`config.mk`:
```
export PLATFORM = sky130hd
export DESIGN_NAME = cam_config_regs
export DESIGN_NICKNAME = d
export VERILOG_FILES = /design/src/inc/cam_regs_pkg.sv /design/src/hw/cam_config_regs.sv
export SDC_FILE = /design/constraint.sdc
export NUM_CORES = 1
export LEC_CHECK = 0
export ABC_CLOCK_PERIOD_IN_PS = 7000
export BUFFER_PORTS_ARGS = -buffer_cell sky130_fd_sc_hd__buf_4
export CORE_UTILIZATION = 45
export CTS_CLUSTER_DIAMETER = 150
export DETAILED_ROUTE_END_ITERATION = 8
export PLACE_DENSITY = 0.71
export SLEW_MARGIN = 20
export SYNTH_ARGS = -nofsm -noshare
export SYNTH_HDL_FRONTEND = slang
export SYNTH_SLANG_ARGS = --single-unit
```
`constraint.sdc`:
```
create_clock -name core_clk -period 7 [get_ports core_clk]
set_input_delay 0.7 -clock core_clk [delete_from_list [all_inputs] [get_ports core_clk]]
set_output_delay 0.7 -clock core_clk [all_outputs]
set_load 0.02 [all_outputs]
```
`src/inc/cam_regs_pkg.sv`:
```
// Constants for the camera configuration register space.
// Assumes the bus link layer delivers decoded quadlet requests on core_clk.
package cam_regs_pkg;
  localparam logic [47:0] INQ_BASE = 48'hffff_f0f0_0000;
  localparam logic [11:0] OFS_REINIT = 12'h000;
  localparam logic [11:0] OFS_FMT_AVAIL = 12'h100;
  localparam logic [11:0] QUADLET_STEP = 12'h004;
  localparam int BLOCK_MAX_QUADS = 32;
  localparam int REINIT_BIT = 0;
  // Index in MSB-first numbering: bit n sits at vector position 31-n
  localparam int REINIT_POS = 31 - REINIT_BIT;
  localparam logic [31:0] FMT_AVAIL_VALUE = 32'he100_0000;
  localparam int FMT_PARTIAL_BIT = 7;
  localparam int FMT_PARTIAL_POS = 31 - FMT_PARTIAL_BIT;
  localparam logic [31:0] ZERO_WORD = 32'h0000_0000;
endpackage

```
`src/hw/cam_config_regs.sv`:
```
// Camera configuration register space: inquiry registers on the bus.
// Assumes a link layer that presents one quadlet per cycle, with a start
// pulse carrying the full 48-bit address and the block quadlet count.
//
// What this block does
// - Reads of unimplemented addresses return zero
// - Writes to unimplemented addresses are discarded
// - Block reads and writes are accepted
// - Decode relative to fixed inquiry base
// - Register address is base plus byte offset
// - Bit 0 is the most significant bit
// - Reinit bit write emits a one-cycle reinit_pulse
// - Reinit bit clears itself after launch
// - Format word reports one bit per format
// - Formats 0, 1, 2 available; 3-5 reserved
// - Partial format available, still format absent
// - Frame rate ignored in partial format
`timescale 1ns/1ps
module cam_config_regs #(
  parameter int COUNT_W = 6
) (
  input wire logic core_clk,
  input wire logic rst,
  input wire logic req_start,
  input wire logic req_write,
  input wire logic [47:0] req_addr,
  input wire logic [COUNT_W-1:0] req_quads,
  input wire logic [31:0] wr_data,
  input wire logic wr_valid,
  input wire logic partial_format_active,
  input wire logic [2:0] frame_rate_sel,
  output logic rd_valid,
  output logic [31:0] rd_data,
  output logic busy,
  output logic reinit_pulse,
  output logic [2:0] frame_rate_eff
);

  // ------------------------------------------------------------
  // Address decode
  // ------------------------------------------------------------
  // Full 48-bit match: any other base or offset counts as unmapped
  function automatic logic hits(input logic [47:0] addr, input logic [11:0] ofs);
    return addr == cam_regs_pkg::INQ_BASE + {36'h0, ofs};
  endfunction

  // Reserved and unmapped bits stay zero
  function automatic logic [31:0] read_word(input logic [47:0] addr, input logic reinit);
    logic [31:0] w;
    w = cam_regs_pkg::ZERO_WORD;
    if (hits(addr, cam_regs_pkg::OFS_REINIT)) begin
      w[cam_regs_pkg::REINIT_POS] = reinit;
    end else if (hits(addr, cam_regs_pkg::OFS_FMT_AVAIL)) begin
      w = cam_regs_pkg::FMT_AVAIL_VALUE;
    end
    return w;
  endfunction

  // Reads and writes get their own states so a write never emits read data
  typedef enum logic [1:0] {
    ST_IDLE = 2'b00,
    ST_READ = 2'b01,
    ST_WRITE = 2'b10
  } state_type;

  // ------------------------------------------------------------
  // Transfer sequencer
  // ------------------------------------------------------------
  state_type state_q, state_d;
  logic [47:0] addr_q, addr_d;
  // Quadlets still to move in this transfer
  logic [COUNT_W-1:0] left_q, left_d;
  logic busy_q, busy_d;
  logic reinit_q, reinit_d;
  logic rd_valid_q, rd_valid_d;
  logic [31:0] rd_data_q, rd_data_d;
  logic pulse_q, pulse_d;
  logic [2:0] rate_q, rate_d;

  always_comb begin
    state_d = state_q;
    addr_d = addr_q;
    left_d = left_q;
    rd_valid_d = 1'b0;
    rd_data_d = cam_regs_pkg::ZERO_WORD;
    pulse_d = 1'b0;
    // Reinit bit lasts one cycle: it reads 1 only in the cycle it launches
    reinit_d = 1'b0;
    // Frame rate held at last value while partial format runs
    rate_d = partial_format_active ? rate_q : frame_rate_sel;
    case (state_q)
      ST_IDLE: begin
        // Zero count treated as a single quadlet
        if (req_start) begin
          addr_d = req_addr;
          left_d = (req_quads == '0) ? COUNT_W'(1) : req_quads;
          state_d = req_write ? ST_WRITE : ST_READ;
        end
      end
      ST_READ: begin
        // One quadlet per cycle; reads insert no wait states
        rd_valid_d = 1'b1;
        rd_data_d = read_word(addr_q, reinit_q);
        addr_d = addr_q + {36'h0, cam_regs_pkg::QUADLET_STEP};
        left_d = left_q - COUNT_W'(1);
        if (left_q == COUNT_W'(1)) begin
          state_d = ST_IDLE;
        end
      end
      ST_WRITE: begin
        // Host paces the quadlets; idle cycles simply wait
        if (wr_valid) begin
          // Only the reinit register takes writes; all else dropped
          if (hits(addr_q, cam_regs_pkg::OFS_REINIT)
              && wr_data[cam_regs_pkg::REINIT_POS]) begin
            reinit_d = 1'b1;
            pulse_d = 1'b1;
          end
          addr_d = addr_q + {36'h0, cam_regs_pkg::QUADLET_STEP};
          left_d = left_q - COUNT_W'(1);
          if (left_q == COUNT_W'(1)) begin
            state_d = ST_IDLE;
          end
        end
      end
      default: begin
        state_d = ST_IDLE;
      end
    endcase
    // Registered so the pin carries no decode glitch
    busy_d = (state_d != ST_IDLE);
  end

  // ------------------------------------------------------------
  // State registers
  // ------------------------------------------------------------
  always_ff @(posedge core_clk) begin
    if (rst) begin
      state_q <= ST_IDLE;
      addr_q <= 48'h0000_0000_0000;
      left_q <= '0;
      reinit_q <= 1'b0;
      rd_valid_q <= 1'b0;
      rd_data_q <= 32'h0000_0000;
      pulse_q <= 1'b0;
      rate_q <= 3'h0;
      busy_q <= 1'b0;
    end else begin
      state_q <= state_d;
      addr_q <= addr_d;
      left_q <= left_d;
      reinit_q <= reinit_d;
      rd_valid_q <= rd_valid_d;
      rd_data_q <= rd_data_d;
      pulse_q <= pulse_d;
      rate_q <= rate_d;
      busy_q <= busy_d;
    end
  end

  // ------------------------------------------------------------
  // Outputs
  // ------------------------------------------------------------
  // Every pin comes straight from a flop
  assign rd_valid = rd_valid_q;
  assign rd_data = rd_data_q;
  assign busy = busy_q;
  assign reinit_pulse = pulse_q;
  assign frame_rate_eff = rate_q;

  // ------------------------------------------------------------
  // Checks
  // ------------------------------------------------------------
  a_reinit_self_clear: assert property (@(posedge core_clk) disable iff (rst)
    reinit_pulse |=> !reinit_pulse) else $error("reinit pulse held");
  a_reinit_cause: assert property (@(posedge core_clk) disable iff (rst)
    (state_q == ST_WRITE && wr_valid && wr_data[cam_regs_pkg::REINIT_POS]
     && hits(addr_q, cam_regs_pkg::OFS_REINIT)) |=> reinit_pulse)
    else $error("reinit write missed");
  a_pulse_from_write: assert property (@(posedge core_clk) disable iff (rst)
    reinit_pulse |-> $past(state_q) == ST_WRITE && $past(wr_valid))
    else $error("reinit pulse without write");
  a_read_no_pulse: assert property (@(posedge core_clk) disable iff (rst)
    state_q == ST_READ |=> !reinit_pulse) else $error("read launched reinit");
  a_write_other_ignored: assert property (@(posedge core_clk) disable iff (rst)
    (state_q == ST_WRITE && !hits(addr_q, cam_regs_pkg::OFS_REINIT)) |=> !reinit_pulse)
    else $error("stray write had effect");
  a_write_no_data: assert property (@(posedge core_clk) disable iff (rst)
    state_q == ST_WRITE |=> !rd_valid) else $error("write produced read data");

  // Bit n of a register sits at vector position 31-n
  a_fmt_word_value: assert property (@(posedge core_clk) disable iff (rst)
    (state_q == ST_READ && hits(addr_q, cam_regs_pkg::OFS_FMT_AVAIL))
    |=> rd_valid && rd_data[31:29] == 3'h7 && rd_data[28:26] == 3'h0)
    else $error("format word wrong");
  a_fmt_partial_bit: assert property (@(posedge core_clk) disable iff (rst)
    (state_q == ST_READ && hits(addr_q, cam_regs_pkg::OFS_FMT_AVAIL))
    |=> rd_data[24] && !rd_data[25] && rd_data[23:0] == 24'h0)
    else $error("partial or still bit wrong");
  a_unmapped_zero: assert property (@(posedge core_clk) disable iff (rst)
    (state_q == ST_READ && !hits(addr_q, cam_regs_pkg::OFS_REINIT)
     && !hits(addr_q, cam_regs_pkg::OFS_FMT_AVAIL)) |=> rd_valid && rd_data == 32'h0)
    else $error("unmapped read not zero");
  a_idle_data_zero: assert property (@(posedge core_clk) disable iff (rst)
    !rd_valid |-> rd_data == 32'h0) else $error("read data without valid");
  a_block_step: assert property (@(posedge core_clk) disable iff (rst)
    (state_q == ST_READ && left_q > COUNT_W'(1)) |=> addr_q == $past(addr_q) + 48'h4)
    else $error("block step not four");
  a_block_length: assert property (@(posedge core_clk) disable iff (rst)
    (state_q == ST_IDLE && req_start && !req_write && req_quads == COUNT_W'(3))
    |=> !rd_valid ##1 rd_valid [*3] ##1 !rd_valid) else $error("block length wrong");
  a_busy_after_start: assert property (@(posedge core_clk) disable iff (rst)
    (!busy && req_start) |=> busy) else $error("start not taken");
  a_left_nonzero: assert property (@(posedge core_clk) disable iff (rst)
    state_q != ST_IDLE |-> left_q != COUNT_W'(0)) else $error("transfer count empty");
  a_rate_frozen: assert property (@(posedge core_clk) disable iff (rst)
    partial_format_active |=> frame_rate_eff == $past(frame_rate_eff))
    else $error("rate changed in partial");
endmodule

```
==> flow_summary.ini <==
[outcome]
run_status = finished clean

[clock_network]
clkLatencyLatePin_ns = 0.35
cts_made_buffers = 9
cts_max_level = 3
cts-root-buf = clkbuf_8
cts_sinks = 64
clock_path_buffers = 2
cts_resized = 0
post_cts_buffers = 0
tritoncts = built
ctsHoldBuffers = 0
path_clk_slew_ns = 0.07

[setup_path]
crit_chain = nand4_2 -> or4_1 -> or4_4 -> or4_1 -> a31oi_1
critPathSlowestCell = or4_1
cp_max_fo = 11
cp-end-kind = flip-flop
ff2ff_path_depth = 5
crit_type = flip-flop to flip-flop
critPathRequiredTime_ns = 7.27
cp-start-kind = flip-flop
r2r_start = addr_q[8]
r2r_end = addr_q[47]
critPathBufInv = 0
worst_ep_arrival_time_ns = 3.20
crit_family = simple AND/OR/NAND/NOR gates
critPathMaxStageDelay_ns = 0.83
rrSetupSlack_ns = 4.07
path_common_cell = or4_1

[floorplanning]
die-area_sq_um = 10000
die_h_microns = 100
start_util = 0.467
core_area_sq_um = 9280
die_w_microns = 100
pin_count = 133
rows = 35

[synth]
synth_xor_area_frac = 0
yosys_register_bits = 64
synth_cell_types = 64
syn_inst = 582
synthAdderAreaFrac = 0.0231
muxShareOfSynthArea = 0.0234
synth_edf_count = 0
synth-simple-area-share = 0.302
synth-compound-area-share = 0.251
ys_async_sr_fraction = 0
yosysWarnings = 0
syn_area_sq_um = 4340
synthTopCellsByArea = dfxtp_1 (30%), a21oi_1 (6.1%), buf_4 (5.2%), nand2_1 (4.7%), nor2_1 (3.5%)
yosysSeqAreaShare = 0.295
synth_ff_type = dfxtp_1
synth_top_area_frac = 0.295
synth_top_family_by_area = simple AND/OR/NAND/NOR gates
yosys.area.top_type = dfxtp_1
syn_avg_cell_area_sq_um = 7.46

[placed_design]
gp_congestion = 0.918
hpwl_microns = 8270
place_area_sq_um = 4830
io_buffers = 73

[drt]
via_per_inst = 5.99
drc = 0
vias = 4571
totalWireLength_microns = 12200
dr.pass1.iters = 5
ant_nets = 0
wl_per_cell_microns = 16.0
drtIter0Drc = 365

[sta]
tns_ns = 0
worst_pin_slew_ns = 0.862
rsz0062_at_grt = false
clock.fmax_mhz = 342
finalCriticalPeriod_ns = 2.93
finalHoldWorstSlack_ns = 0.474
skew_ns = 0.00760
finalHoldViolCount = 0
drv_slew = 0
fin_crit_sh = 0.418
slew-limit-headroom = 0.426
setup_viol = 0

[hold_path]
worst_hold_path_type = flip-flop to flip-flop
hold_path_end = left_q[1]
min_from = left_q[1]
whs_path_depth = 2

[global_route]
grt_pass1_wl_microns = 19700
antenna_found_initial = 0
grt_max_degree = 85
grt-ovfl-total = 0
grt.total_usage = 0.245
grt_pass1_vias = 4055

[finish]
num_antenna_cells = 0
final_area_sq_um = 5020
utilization = 0.540
drive_gt1_frac = 0.166
nets = 732
syn2layout_area_growth_pct = 15.6

[power]
vdd_drop_max_v = 0.0000993
leakagePower_nw = 1.89
power.density_nw_per_um2 = 221

[job]
drv_cap = 0
## cell type report
| type | instances | area [sq um] |
|---|---|---|
| fillers | 903 | 4270 |
| well taps | 129 | 161 |
| multi-input cells | 455 | 2730 |
| clock inverters | 4 | 45.0 |
| clock buffers | 12 | 135 |
| inverters | 20 | 75.1 |
| repair buffers | 79 | 593 |
| flip-flops and latches | 64 | 1280 |
## cells in the mapped netlist, types with 7 or more instances
master	instances
dfxtp_1	64
nand2_1	54
a21oi_1	53
nor2_1	40
buf_4	30
clkbuf_1	30
nand3_1	27
nor4_1	21
inv_1	19
o21ai_0	19
nor3_1	17
nand4_1	16
and3_1	15
a31oi_1	13
or3_1	12
a211oi_1	9
a22oi_1	9
and4_1	9
mux2i_1	9
ha_1	8
o22ai_1	8
or4_1	8
buf_1	7
o31a_1	7
o32ai_1	7
## metrics by stage
step                power, mW  instances  worst slack (ns)
global placement        0.787        747              4.17
detailed placement      0.799        747              4.12
CTS                      1.11        763              4.11
global route             1.17        763              3.92
floorplan               0.709        609              4.64
finish                   1.11        763              4.07
## cells in the final DEF, fill, tap and decap left out, drive strengths merged, types with 8 or more instances in the layout
cell type and n:
a21oi 53, a22oi 9, and4 9, conb 28, buf 79, dfxtp 64, nor3 17, nor4 21
nor2 40, or3 12, or4 9, ha 8, o21ai 19, nand4 17, a31oi 13, o22ai 8
mux2i 9, nand2 54, a211oi 9, inv 19, and3 15, nand3 27, clkbuf 12
## logic make-up (layout without fill, tap and decap cells)
| kind of cell | after synthesis | in the layout |
|---|---|---|
| other cells | 1 | 28 |
| simple gates | 245 | 245 |
| fa+ha+maj | 8 | 8 |
| flops | 64 | 64 |
| buf+inv | 90 | 115 |
| mux | 10 | 10 |
| compound gates | 164 | 164 |
## worst max path at each step
stage / start / endpoint / slack, ns / depth (start not counted)
global route: state_q[0] / addr_q[39] / 3.92 / 8
floorplan: addr_q[6] / addr_q[45] / 4.64 / 6
global placement: req_start / addr_q[39] / 4.17 / 7
detailed placement: addr_q[8] / addr_q[47] / 4.12 / 5
CTS: addr_q[8] / addr_q[47] / 4.11 / 5
finish: addr_q[8] / addr_q[47] / 4.07 / 5
## state kept, by name, summed over array words and instances (netlist names)
register        count
frame_rate_eff      3
busy                1
state_q             2
left_q              6
addr_q             48
reinit_pulse        1
rd_valid            1
rd_data             2
## worst register-to-register path, stage by stage, from the launching register on
cell and delay (ns):
dfxtp_1 0.49, nand4_2 0.22, or4_1 0.83, or4_4 0.66, or4_1 0.49, a31oi_1 0.17
## where the power goes
part | internal, mW | total [mW] | switching (mW)
clock | 0.163 | 0.313 | 0.150
combinational | 0.134 | 0.326 | 0.192
sequential | 0.411 | 0.470 | 0.0594
total | 0.707 | 1.11 | 0.402
## layer usage
layer  share of wire  vias to the layer above  GRT usage
met3           0.058                       17     0.0299
met2            0.45                      188      0.391
met4           0.016                        0     0.0736
met1            0.47                     2142      0.345
li1                -                     2224          -
met5               0                        -          0
No activity file was read; power rests on OpenSTA's default activity.
